--- src/design/pmcr_pkg.sv ---
// shared constants, types and decode helpers for the power management register bank
package pmcr_pkg;

  // ----------------------------------------------------------------
  // configuration offsets (byte addresses)
  // ----------------------------------------------------------------
  localparam logic [7:0] OFF_PM_CAP_ID       = 8'h48;
  localparam logic [7:0] OFF_PM_NEXT_CAPABILITY_POINTER     = 8'h49;
  localparam logic [7:0] OFF_PM_CAPS         = 8'h4a;
  localparam logic [7:0] OFF_POWER_CTRL_STAT = 8'h4c;
  localparam logic [7:0] OFF_BRIDGE_EXT      = 8'h4e;
  localparam logic [7:0] OFF_POWER_DATA      = 8'h4f;
  localparam logic [7:0] OFF_MSI_CAPABILITY_IDENTIFIER      = 8'h50;
  localparam logic [7:0] OFF_NEXT_CAP_PTR    = 8'h51;

  // ----------------------------------------------------------------
  // reset and fixed values
  // ----------------------------------------------------------------
  localparam logic [15:0] RST_POWER_CTRL_STAT = 16'h0008;
  localparam logic [7:0]  RST_BRIDGE_EXT      = 8'h40;
  localparam logic [7:0]  VAL_POWER_DATA      = 8'h00;
  localparam logic [7:0]  VAL_MSI_CAPABILITY_IDENTIFIER      = 8'h05;
  localparam logic [7:0]  VAL_NEXT_CAP_PTR    = 8'h70;
  localparam logic [7:0]  VAL_PM_CAP_ID       = 8'h01;
  localparam logic [7:0]  VAL_PM_NEXT_CAPABILITY_POINTER     = 8'h50;
  localparam logic [15:0] VAL_PM_CAPS_BASE    = 16'h0600;
  localparam logic [2:0]  VAL_PM_REV_OLD      = 3'h2;
  localparam logic [2:0]  VAL_PM_REV_NEW      = 3'h3;

  // ----------------------------------------------------------------
  // field positions
  // ----------------------------------------------------------------
  localparam int POS_POWER_STATE   = 0;
  localparam int POS_NO_SOFT_RESET = 3;
  localparam int POS_WAKE_SCRATCH  = 8;
  localparam int POS_WAKE_STATUS   = 15;
  localparam int POS_CLOCK_STOP    = 7;
  localparam int POS_BUS_STATE     = 6;
  localparam int POS_PM_REV        = 0;

  // ----------------------------------------------------------------
  // types
  // ----------------------------------------------------------------
  typedef enum logic [1:0] {
    PMCR_D0,
    PMCR_D1,
    PMCR_D2,
    PMCR_D3HOT
  } pmcr_power_t;

  typedef struct packed {
    logic        wr;
    logic        rd;
    logic [5:0]  dw;
    logic [3:0]  be;
    logic [31:0] wdata;
  } pmcr_cfg_req_t;

  // ----------------------------------------------------------------
  // helpers
  // ----------------------------------------------------------------
  function automatic logic [5:0] pmcr_dw(input logic [7:0] off);
    pmcr_dw = off[7:2];
  endfunction

endpackage

--- src/design/pmcr_state_reg.sv ---
// writable power state and scratch bits of the control/status register
`timescale 1ns/1ps
`default_nettype none
module pmcr_state_reg (
  input  wire logic        clk,
  input  wire logic        nrst,
  input  wire logic        wrLow,
  input  wire logic        wrHigh,
  input  wire logic [15:0] wdata,
  output pmcr_pkg::pmcr_power_t powerState,
  output logic             wakeEnableScratch,
  output logic             d3hotExit
);

  pmcr_pkg::pmcr_power_t powerState_r;
  pmcr_pkg::pmcr_power_t powerState_nxt;
  logic                  scratch_r;
  logic                  d3hotExit_r;

  // ----------------------------------------------------------------
  // power state
  // ----------------------------------------------------------------
  always_comb begin
    powerState_nxt = powerState_r;
    if (wrLow) begin
      powerState_nxt = pmcr_pkg::pmcr_power_t'(wdata[pmcr_pkg::POS_POWER_STATE +: 2]);
    end
  end

  always_ff @(posedge clk or negedge nrst) begin
    if (!nrst) begin
      powerState_r <= pmcr_pkg::PMCR_D0;
    end else begin
      powerState_r <= powerState_nxt;
    end
  end

  // ----------------------------------------------------------------
  // scratch bit, no function behind it
  // ----------------------------------------------------------------
  always_ff @(posedge clk or negedge nrst) begin
    if (!nrst) begin
      scratch_r <= 1'b0;
    end else if (wrHigh) begin
      scratch_r <= wdata[pmcr_pkg::POS_WAKE_SCRATCH];
    end
  end

  // ----------------------------------------------------------------
  // leaving d3hot: a notice only, context stays untouched
  // ----------------------------------------------------------------
  always_ff @(posedge clk or negedge nrst) begin
    if (!nrst) begin
      d3hotExit_r <= 1'b0;
    end else begin
      d3hotExit_r <= (powerState_r == pmcr_pkg::PMCR_D3HOT) &&
                     (powerState_nxt == pmcr_pkg::PMCR_D0);
    end
  end

  assign powerState        = powerState_r;
  assign wakeEnableScratch = scratch_r;
  assign d3hotExit         = d3hotExit_r;

endmodule
`default_nettype wire

--- src/design/pmcr_read_mux.sv ---
// read value of each dword that the bank owns
`timescale 1ns/1ps
`default_nettype none
module pmcr_read_mux (
  input  wire logic [5:0]  dw,
  input  wire logic [1:0]  powerState,
  input  wire logic        wakeEnableScratch,
  input  wire logic        revisionSelect,
  input  wire logic        clockStopSelect,
  output logic             hit,
  output logic [31:0]      rdValue
);

  logic [15:0] ctrlStat;
  logic [7:0]  bridgeExt;
  logic [15:0] pmCaps;

  // ----------------------------------------------------------------
  // field assembly; everything not named reads zero
  // ----------------------------------------------------------------
  always_comb begin
    ctrlStat = 16'h0000;
    ctrlStat[pmcr_pkg::POS_POWER_STATE +: 2] = powerState;
    ctrlStat[pmcr_pkg::POS_NO_SOFT_RESET]    = revisionSelect;
    ctrlStat[pmcr_pkg::POS_WAKE_SCRATCH]     = wakeEnableScratch;
    bridgeExt = 8'h00;
    bridgeExt[pmcr_pkg::POS_CLOCK_STOP] = clockStopSelect;
    bridgeExt[pmcr_pkg::POS_BUS_STATE]  = pmcr_pkg::RST_BRIDGE_EXT[pmcr_pkg::POS_BUS_STATE];
    pmCaps = pmcr_pkg::VAL_PM_CAPS_BASE;
    pmCaps[pmcr_pkg::POS_PM_REV +: 3] = revisionSelect ? pmcr_pkg::VAL_PM_REV_NEW
                                                       : pmcr_pkg::VAL_PM_REV_OLD;
  end

  // ----------------------------------------------------------------
  // dword select
  // ----------------------------------------------------------------
  always_comb begin
    hit     = 1'b1;
    rdValue = 32'h0000_0000;
    if (dw == pmcr_pkg::pmcr_dw(pmcr_pkg::OFF_PM_CAP_ID)) begin
      rdValue = {pmCaps, pmcr_pkg::VAL_PM_NEXT_CAPABILITY_POINTER, pmcr_pkg::VAL_PM_CAP_ID};
    end else if (dw == pmcr_pkg::pmcr_dw(pmcr_pkg::OFF_POWER_CTRL_STAT)) begin
      rdValue = {pmcr_pkg::VAL_POWER_DATA, bridgeExt, ctrlStat};
    end else if (dw == pmcr_pkg::pmcr_dw(pmcr_pkg::OFF_MSI_CAPABILITY_IDENTIFIER)) begin
      // upper half is message control, held by another block
      rdValue = {16'h0000, pmcr_pkg::VAL_NEXT_CAP_PTR, pmcr_pkg::VAL_MSI_CAPABILITY_IDENTIFIER};
    end else begin
      hit = 1'b0;
    end
  end

endmodule
`default_nettype wire

--- src/design/pmcr_regs.sv ---
// power management capability register bank, top level
// ----------------------------------------------------------------
// Summary of operation
// - two-bit power state, writable, resets D0
// - no internal reset leaving D3hot for D0
// - bit 3 follows revision select input
// - wake status bit 15 reads zero
// - data scale bits 14:13 read zero
// - data select bits 12:9 read zero
// - bit 8 scratch, read/write, resets zero
// - reserved bits 7:4 and 2 read zero
// - control/status at 4Ch, reset 0008h with revision select set, 0000h with it clear
// - extension bit 7 mirrors clock-stop select
// - extension bit 6 reads one
// - extension bits 5:0 read zero
// - extension register read-only at 4Eh, 40h or C0h by clock-stop select
// - data register at 4Fh reads zero
// - capability id at 50h reads 05h
// - next pointer at 51h reads 70h
// - revision field 010b or 011b by select
// ----------------------------------------------------------------
`timescale 1ns/1ps
`default_nettype none
module pmcr_regs (
  input  wire logic                   clk,
  input  wire logic                   nrst,
  input  wire pmcr_pkg::pmcr_cfg_req_t cfgReq,
  input  wire logic                   pmRevisionSelect,
  input  wire logic                   secondaryClockStopSelect,
  output logic [31:0]                 cfgRdData,
  output logic                        cfgRdValid,
  output logic [1:0]                  powerState,
  output logic                        wakeEnableScratch,
  output logic                        d3hotExit,
  output logic                        contextRetain
);

  // ----------------------------------------------------------------
  // decode
  // ----------------------------------------------------------------
  logic                  ctrlDword;
  logic                  wrLow;
  logic                  wrHigh;
  logic                  hit;
  logic [31:0]           rdValue;
  logic [31:0]           cfgRdData_r;
  logic                  cfgRdValid_r;
  pmcr_pkg::pmcr_power_t stateEnum;

  assign ctrlDword = cfgReq.dw == pmcr_pkg::pmcr_dw(pmcr_pkg::OFF_POWER_CTRL_STAT);
  // only byte lanes 0 and 1 of the control dword carry writable bits
  assign wrLow     = cfgReq.wr && ctrlDword && cfgReq.be[0];
  assign wrHigh    = cfgReq.wr && ctrlDword && cfgReq.be[1];

  // ----------------------------------------------------------------
  // writable state
  // ----------------------------------------------------------------
  pmcr_state_reg pmcr_state_reg_inst (
    .clk               (clk),
    .nrst              (nrst),
    .wrLow             (wrLow),
    .wrHigh            (wrHigh),
    .wdata             (cfgReq.wdata[15:0]),
    .powerState        (stateEnum),
    .wakeEnableScratch (wakeEnableScratch),
    .d3hotExit         (d3hotExit)
  );

  assign powerState    = stateEnum;
  // with the newer revision the core keeps context through d3hot
  assign contextRetain = pmRevisionSelect;

  // ----------------------------------------------------------------
  // read path
  // ----------------------------------------------------------------
  pmcr_read_mux pmcr_read_mux_inst (
    .dw                (cfgReq.dw),
    .powerState        (powerState),
    .wakeEnableScratch (wakeEnableScratch),
    .revisionSelect    (pmRevisionSelect),
    .clockStopSelect   (secondaryClockStopSelect),
    .hit               (hit),
    .rdValue           (rdValue)
  );

  // registered so the answer is a clean flop one cycle after the request
  always_ff @(posedge clk or negedge nrst) begin
    if (!nrst) begin
      cfgRdData_r <= 32'h0000_0000;
    end else if (cfgReq.rd && hit) begin
      cfgRdData_r <= rdValue;
    end else begin
      cfgRdData_r <= 32'h0000_0000;
    end
  end

  always_ff @(posedge clk or negedge nrst) begin
    if (!nrst) begin
      cfgRdValid_r <= 1'b0;
    end else begin
      cfgRdValid_r <= cfgReq.rd && hit;
    end
  end

  assign cfgRdData  = cfgRdData_r;
  assign cfgRdValid = cfgRdValid_r;

  logic rdCtrl;
  logic rdMsi;
  logic rdCaps;
  assign rdCtrl = cfgReq.rd && ctrlDword;
  assign rdMsi  = cfgReq.rd && cfgReq.dw == pmcr_pkg::pmcr_dw(pmcr_pkg::OFF_MSI_CAPABILITY_IDENTIFIER);
  assign rdCaps = cfgReq.rd && cfgReq.dw == pmcr_pkg::pmcr_dw(pmcr_pkg::OFF_PM_CAP_ID);
endmodule
`default_nettype wire

--- config.mk ---
export PLATFORM = sky130hd
export DESIGN_NAME = pmcr_regs
export DESIGN_NICKNAME = d
export VERILOG_FILES = /design/src/design/pmcr_pkg.sv /design/src/design/pmcr_state_reg.sv /design/src/design/pmcr_read_mux.sv /design/src/design/pmcr_regs.sv
export SDC_FILE = /design/constraint.sdc
export NUM_CORES = 1
export LEC_CHECK = 0
export ABC_AREA = 0
export BUFFER_PORTS_ARGS = -buffer_cell sky130_fd_sc_hd__clkbuf_2
export CORE_ASPECT_RATIO = 1.75
export CORE_MARGIN = 5
export CORE_UTILIZATION = 33
export DETAILED_ROUTE_END_ITERATION = 10
export PLACE_DENSITY = 0.78
export SKIP_CTS_REPAIR_TIMING = 1
export SLEW_MARGIN = 20
export SYNTH_ARGS = -nofsm -noshare
export SYNTH_HDL_FRONTEND = slang
export SYNTH_SLANG_ARGS = --single-unit
--- constraint.sdc ---
create_clock -name clk -period 1.08 [get_ports clk]
set_input_delay 0.054 -clock clk [delete_from_list [all_inputs] [get_ports clk]]
set_output_delay 0.054 -clock clk [all_outputs]
set_load 0.02 [all_outputs]
==> results.toml, run 1 <==
[timing]
setup_ws_ns = 0.0204
skew_ns = 0.00234
finalCritPeriodShare_pct = 98.1
fmax_mhz = 944
maxSlewViolCount = 0
rsz0062_at_grt = "false"
finalHoldViolCount = 0
layout_min_cycle_time_ns = 1.06
finalSetupViolCount = 0

[floorplanning]
die_w_um = 46.8
die_h_um = 74.4
die_area_um2 = 3480
initial_utilization_pct = 34.4
ioPinCount = 86
rows = 23
core_area_um2 = 2270

[yosys]
synth_top_cell_area_share_pct = 48.0
synth-compound-area-share_pct = 2.24
synthArstFlopShare_pct = 100
synth_edf_count = 0
syn_inst = 72
synthFlopType = "dfrtp_1"
ys_warn_count = 0
synth-xor-area-share_pct = 1.12
synthSimpleGateAreaFrac_pct = 20.8
ys_ff_latch = 15
synthMuxAreaShare_pct = 4.32
synth.most_common_cell = "buf_4"
syn_area_per_cell_um2 = 10.9
syn_area_um2 = 782
ys_seq_area_share_pct = 48.0
yosys-top-cells-area = "dfrtp_1 (48%), buf_4 (22%), and3_1 (4.0%)"
synth_top_family_by_area = "buffers and inverters"
yosysTopAreaCell = "dfrtp_1"
synth.distinct_cells = 23
yosys.area_share.adder_pct = 0
synth_top_cells_by_count = "buf_4 (23), dfrtp_1 (15), and3_1 (5)"

[clock_network]
root_buffer = "clkbuf_8"
cts_num_sinks = 15
cts-buffers-inserted = 3
htree_levels = 1
clk_pin_slew_ns = 0.06
cts_tree = "built"
insertion_delay_ns = 0.24
clock_path_buffers = 2

[worst_setup_path]
startpoint_type = "input port"
path_max_fanout = 3
r2r_start = "pmcr_state_reg_inst.powerState[1]"
rr_worst_depth = 2
worstPathArrival_ns = 1.19
critPathKind = "in2reg"
r2r-end = "pmcr_state_reg_inst.d3hotExit"
required_ns = 1.21
worstSetupEndpointType = "flop"
r2r_slack_ns = 0.26

[pwr]
power_leakage_nw = 0.550
cellPowerDensity_nw_per_um2 = 1240
vdd_ir_drop_max_mv = 0.839
power.total_w = 0.00122

[layout]
diodes = 0
stdcell_count = 134
final_area_um2 = 978
area_delta_synth_final_pct = 25.1
drive_gt1_share_pct = 45.0
final_nets = 158

[min_path]
holdPathEnd = "pmcr_state_reg_inst.d3hotExit"
worstHoldStart = "cfgReq[1]"
hold_class = "in2reg"
holdPathStages = 2

[route]
via_per_inst = 4.43
ant_nets = 0
drtPass1Iterations = 4
vias = 594
wl_um = 1610
drtIter0Drc = 5
drc_errors = 0
wl_per_cell_um = 12.0

[placed_design]
place_inst = 129
routabilityCongestion = 0.723
portBuffers = 36
post-place-ws_ns = -0.237
placed_cell_area_um2 = 917
hpwl_um = 1390

[global_routing]
overflow = 0
antenna_found_initial = 0
grt_max_degree = 16
grt_usage_pct = 10.2
grt_first_pass_wirelength_um = 2550
first_global_vias = 636

[run]
maxCapViolCount = 0

[outcome]
status = "complete, no violations"
## report_power, final
group / internal, W / total (W) / switching, W / leakage, nW
Clock: 0.000261 / 0.000434 / 0.000173 / 0.0228
Combinational: 0.0000675 / 0.000200 / 0.000133 / 0.319
Sequential: 0.000574 / 0.000583 / 0.00000845 / 0.208
Total: 0.000902 / 0.00122 / 0.000315 / 0.550
## routing by layer
layer	global-route usage (%)	share of wire, %	wire length [um]
met1	10.7	31	508
met2	17.1	53	848
met3	1.45	12	196
met4	8.31	3.8	61
met5	0	0	0
## registers in the layout (all words and copies together) (netlist names)
name                                   flops
cfgRdValid                                 1
pmcr_state_reg_inst.powerState             2
pmcr_state_reg_inst.d3hotExit              1
pmcr_state_reg_inst.wakeEnableScratch      1
cfgRdData                                 10
## cells by family after synthesis
logic type	count (synthesis)
buffers and inverters	25
flip-flops	15
multiplexers	3
AO/OA/AOI/OAI	3
XOR/XNOR	1
other	1
AND/OR/NAND/NOR	24
## cells in the final DEF, fill, tap and decap left out
cell type and count:
buf_4 3, or4b_4 1, inv_1 1, buf_6 1
mux2_4 3, nor2_1 2, nor3b_1 1, nor4b_1 1
clkbuf_1 1, nand2_1 3, and2_1 1, nor4b_2 1
xnor2_1 1, nand2b_1 2, and3_1 5, nor3_1 2
nor2_2 1, nand4bb_1 1, dlygate4sd3_1 1, conb_1 18
a21oi_1 2, clkbuf_2 35, nand4_1 2, clkbuf_8 3
a21o_1 1, dfrtp_1 15, nor2_4 1
## worst max-delay path by stage
stage,start,end,cells after the start
floorplan,cfgReq[41],pmcr_state_reg_inst.powerState[0],3
global placement,cfgReq[38],pmcr_state_reg_inst.powerState[0],4
detailed placement,cfgReq[38],pmcr_state_reg_inst.powerState[1],4
CTS,cfgReq[38],pmcr_state_reg_inst.powerState[1],4
global route,cfgReq[41],pmcr_state_reg_inst.powerState[1],4
finish,cfgReq[41],pmcr_state_reg_inst.powerState[1],4
## cell type report
cell class | count | area (um2)
clock buffers | 4 | 45.0
fillers | 236 | 1290
inverters | 1 | 3.75
multi-input cells | 49 | 304
flip-flops and latches | 15 | 375
well taps | 25 | 31.3
repair buffers | 40 | 219
## through the flow
| stage | util (%) | hold WS, ns | TNS [ns] |
|---|---|---|---|
| after global placement | 40.3 | -0.0311 | -0.880 |
| after floorplan | - | -0.242 | -0.178 |
| after global routing | 43.0 | 0.0121 | 0 |
| final | 43.0 | 0.00779 | 0 |
| after CTS | 42.3 | -0.282 | 0 |
| after detailed placement | 40.3 | -0.0233 | -1.11 |
## critical path, cell delays in order
cell	delay [ns]
buf_6	0.09
or4b_4	0.56
nor2_4	0.17
mux2_4	0.31
(Power assumes the default switching activity.)
==> run 2, diff against run 1 <==
- CORE_UTILIZATION: 33 -> 30
- PLACE_DENSITY: 0.78 -> 0.75
- clock period: 1.08 -> 0.93 ns (I/O delays scaled with it)
==> results.toml, run 2 (same netlist as run 1, synthesis figures left out) <==
[run]
maxCapViolCount = 0

[clock_network]
clk_pin_slew_ns = 0.05
clock_path_buffers = 2
cts-buffers-inserted = 3
htree_levels = 1
cts_tree = "built"
root_buffer = "clkbuf_8"
insertion_delay_ns = 0.24
cts_num_sinks = 15

[layout]
fin_util_pct = 40.2
area_delta_synth_final_pct = 28.2
stdcell_count = 138
diodes = 0
mostFrequentLayoutCells = "clkbuf_2 (35), conb_1 (18), dfrtp_1 (15)"
final_nets = 161
drive_gt1_share_pct = 46.4
largest_reg_flops = 10
layout_commonest_cell = "clkbuf_2"

[timing]
finalSetupViolCount = 3
rsz0062_at_grt = "true"
fmax_mhz = 966
hold_slack_ns = 0.00817
finalHoldViolCount = 0
maxSlewViolCount = 0
setup_ws_ns = -0.105
finalCritPeriodShare_pct = 111
skew_ns = 0.000788
layout_min_cycle_time_ns = 1.03

[worst_setup_path]
setup.worst_path.end = "pmcr_state_reg_inst.powerState[1]"
startpoint_type = "input port"
required_ns = 1.06
critPathKind = "in2reg"
r2r_slack_ns = 0.08
startpoint = "cfgReq[41]"
rr_worst_depth = 2
worstPathArrival_ns = 1.16
worstSetupEndpointType = "flop"
r2r-end = "pmcr_state_reg_inst.d3hotExit"
path_max_fanout = 3
r2r_start = "pmcr_state_reg_inst.powerState[1]"

[global_routing]
first_global_vias = 594
grt_max_degree = 16
antenna_found_initial = 0
top_usage_layer = "met2"
grt_usage_pct = 8.59
met1_usage_pct = 8.77
grt_first_pass_wirelength_um = 2550
use_met2_pct = 14.3
overflow = 0
gr-usage-met3_pct = 4.41

[floorplanning]
core_area_um2 = 2490
die_area_um2 = 3770
ioPinCount = 86
rows = 24
die_w_um = 48.6
initial_utilization_pct = 31.4
die_h_um = 77.5

[placed_design]
hpwl_um = 1410
place_inst = 133
portBuffers = 36
routabilityCongestion = 0.801

[route]
wl_um = 1650
wl_per_cell_um = 11.9
drc_errors = 0
drtIter0Drc = 6
vias = 586
ant_nets = 0
via_per_inst = 4.25
drtPass1Iterations = 4

[outcome]
status = "finished with violations"
violations = "negative setup slack"

[pwr]
cellPowerDensity_nw_per_um2 = 1420
power_leakage_nw = 0.564
vdd_ir_drop_max_mv = 0.564
power.total_w = 0.00142

[min_path]
hold_class = "in2reg"
[run 2: changes by cell type in the layout (fill, tap and decap cells not counted), sizes merged]
cell  change
buf       +3
[run 2: per-stage QoR]
step	setup TNS, ns	setup slack, ns	instance area [um2]
finish	-0.250	-0.105	1000
global route	-0.451	-0.110	1000
CTS	-0.283	-0.113	986
detailed placement	-2.48	-0.357	941
global placement	-2.57	-0.325	941
floorplan	-0.667	-0.209	860
[run 2: how the worst min path moves through the flow]
stage	from	slack, ns	cells after the start	end
after floorplan	nrst	-0.25	0	cfgRdData[0]
after global placement	nrst	-0.04	1	cfgRdData[13]
after detailed placement	nrst	-0.03	1	cfgRdData[13]
after CTS	nrst	-0.29	1	pmcr_state_reg_inst.powerState[1]
after global routing	cfgReq[1]	0.004	2	pmcr_state_reg_inst.d3hotExit
final	cfgReq[1]	0.008	2	pmcr_state_reg_inst.d3hotExit
[run 2: final cells by class]
class	instances	area, um2
inverter	1	3.75
timing repair buffer	43	241
clock buffer	4	45.0
fill	271	1490
multi-input combinational	49	304
tap	26	32.5
sequential	15	375
[run 2: layer usage]
| layer | routed length [um] | part of all wire (%) | vias to the layer above |
|---|---|---|---|
| li1 | - | - | 280 |
| met1 | 541 | 33 | 258 |
| met2 | 835 | 51 | 43 |
| met3 | 241 | 15 | 5 |
| met4 | 30 | 1.8 | 0 |
| met5 | 0 | 0 | - |
[run 2: critical path, stage by stage]
cell    delay (ns)
buf_6         0.09
or4b_4        0.55
nor2_4        0.15
mux2_4        0.32
[run 2: where the power goes]
group	switching [W]	internal (W)
clock	0.000199	0.000303
sequential	0.0000115	0.000667
combinational	0.000155	0.0000863
==> run 3, diff against run 2 <==
- CORE_UTILIZATION: 30 -> 33
- PLACE_DENSITY: 0.75 -> 0.78
- clock period: 0.93 -> 1.1 ns (I/O delays scaled with it)
==> results.toml, run 3 (same netlist as run 1, synthesis figures left out) <==
[floorplanning]
initial_utilization_pct = 34.4
die_area_um2 = 3480
die_h_um = 74.4
core_area_um2 = 2270
die_w_um = 46.8
rows = 23
ioPinCount = 86

[worst_setup_path]
slowest_delay_ns = 0.55
worst-path-buf-inv = 1
path_max_fanout = 5
critPathKind = "in2reg"
rr_worst_depth = 2
startpoint_type = "input port"
r2r_start = "pmcr_state_reg_inst.powerState[1]"
worstSetupEndpointType = "flop"
cp_top_family = "simple AND/OR/NAND/NOR gates"
worstPathArrival_ns = 1.19
required_ns = 1.23
cp_slowest_cell = "or4b_4"
crit_chain = "clkbuf_2, or4b_4, nor2_4, mux2_4"
r2r-end = "pmcr_state_reg_inst.d3hotExit"
r2r_slack_ns = 0.28
startpoint = "cfgReq[38]"

[pwr]
internal_power_w = 0.000884
power_switching_w = 0.000310
power_leakage_nw = 0.548
switching_share_pct = 26.0
sequentialPowerShare_pct = 47.9
cellPowerDensity_nw_per_um2 = 1230
power.total_w = 0.00119
pwr-share-clk_pct = 35.8
share_comb_of_total_power_pct = 16.3
vdd_ir_drop_max_mv = 0.827

[route]
via_per_inst = 4.38
vias = 587
wl_per_cell_um = 12.0
drtIter0Drc = 6
wl_um = 1610
drc_errors = 0
ant_nets = 0
drtPass1Iterations = 4

[layout]
mostFrequentLayoutCells = "clkbuf_2 (36), conb_1 (18), dfrtp_1 (15)"
diodes = 0
largest_reg_flops = 10
drive_gt1_share_pct = 45.0
layout_commonest_cell = "clkbuf_2"
final_area_um2 = 972
area_delta_synth_final_pct = 24.3
final_nets = 158

[clock_network]
root_buffer = "clkbuf_8"
htree_levels = 1
cts-buffers-inserted = 3
cts_num_sinks = 15
cts_tree = "built"
insertion_delay_ns = 0.24
clk_pin_slew_ns = 0.06
clock_path_buffers = 2

[placed_design]
routabilityCongestion = 0.723
placed_cell_area_um2 = 917
hpwl_um = 1390
portBuffers = 36

[global_routing]
grt_usage_pct = 10.2
grt_first_pass_wirelength_um = 2550
antenna_found_initial = 0
first_global_vias = 636
overflow = 0
grt_max_degree = 16

[timing]
finalHoldViolCount = 0
maxSlewViolCount = 0
layout_min_cycle_time_ns = 1.06
finalCritPeriodShare_pct = 96.1
finalSetupViolCount = 0
fmax_mhz = 946
skew_ns = 0.00297
rsz0062_at_grt = "false"

[min_path]
holdPathEnd = "pmcr_state_reg_inst.d3hotExit"
worstHoldStart = "cfgReq[1]"
hold_class = "in2reg"
holdPathStages = 2

[run]
maxCapViolCount = 0

[outcome]
status = "complete, no violations"
==> run 3: final cells by class <==
cell class,instances,area [um2]
Tap cell,25,31.3
Inverter,1,3.75
Clock buffer,4,45.0
Timing Repair Buffer,40,213
Sequential cell,15,375
Multi-Input combinational cell,49,304
Fill cell,238,1300
==> run 3: how the worst max path moves through the flow <==
stage	to	slack (ns)	depth (start not counted)
final	pmcr_state_reg_inst.powerState[1]	0.04	4
after global routing	pmcr_state_reg_inst.powerState[1]	0.02	4
after CTS	pmcr_state_reg_inst.powerState[1]	0.04	4
after detailed placement	pmcr_state_reg_inst.powerState[1]	-0.22	4
after global placement	pmcr_state_reg_inst.powerState[0]	-0.17	4
after floorplan	pmcr_state_reg_inst.powerState[0]	-0.05	3
==> run 3: layer usage <==
metal	vias up	GRT usage, %	wire length, um
met2	39	17.1	830
li1	273	-	-
met5	-	0	0
met1	271	10.7	510
met4	0	8.31	65
met3	4	1.45	199
==> run 3: power by group through the flow <==
stage | Combinational, W | Sequential (W) | Clock [W]
final | 0.000194 | 0.000572 | 0.000428
after global placement | 0.000185 | 0.000582 | 0
after global routing | 0.000214 | 0.000574 | 0.000452
after floorplan | 0.000151 | 0.000595 | 0
after CTS | 0.000191 | 0.000572 | 0.000435
after detailed placement | 0.000191 | 0.000582 | 0
==> run 3: per-stage QoR <==
step / hold WS, ns / setup TNS [ns] / setup WS, ns / util [%] / instances
5_1_grt: 0.0131 / 0 / 0.0170 / 42.8 / 134
4_1_cts: -0.281 / 0 / 0.0395 / 42.3 / 133
2_1_floorplan: -0.241 / -0.121 / -0.0470 / - / 89
3_5_place_dp: -0.0223 / -0.937 / -0.218 / 40.3 / 129
3_3_place_gp: -0.0301 / -0.709 / -0.174 / 40.3 / 129
6_report: 0.00803 / 0 / 0.0432 / 42.8 / 134
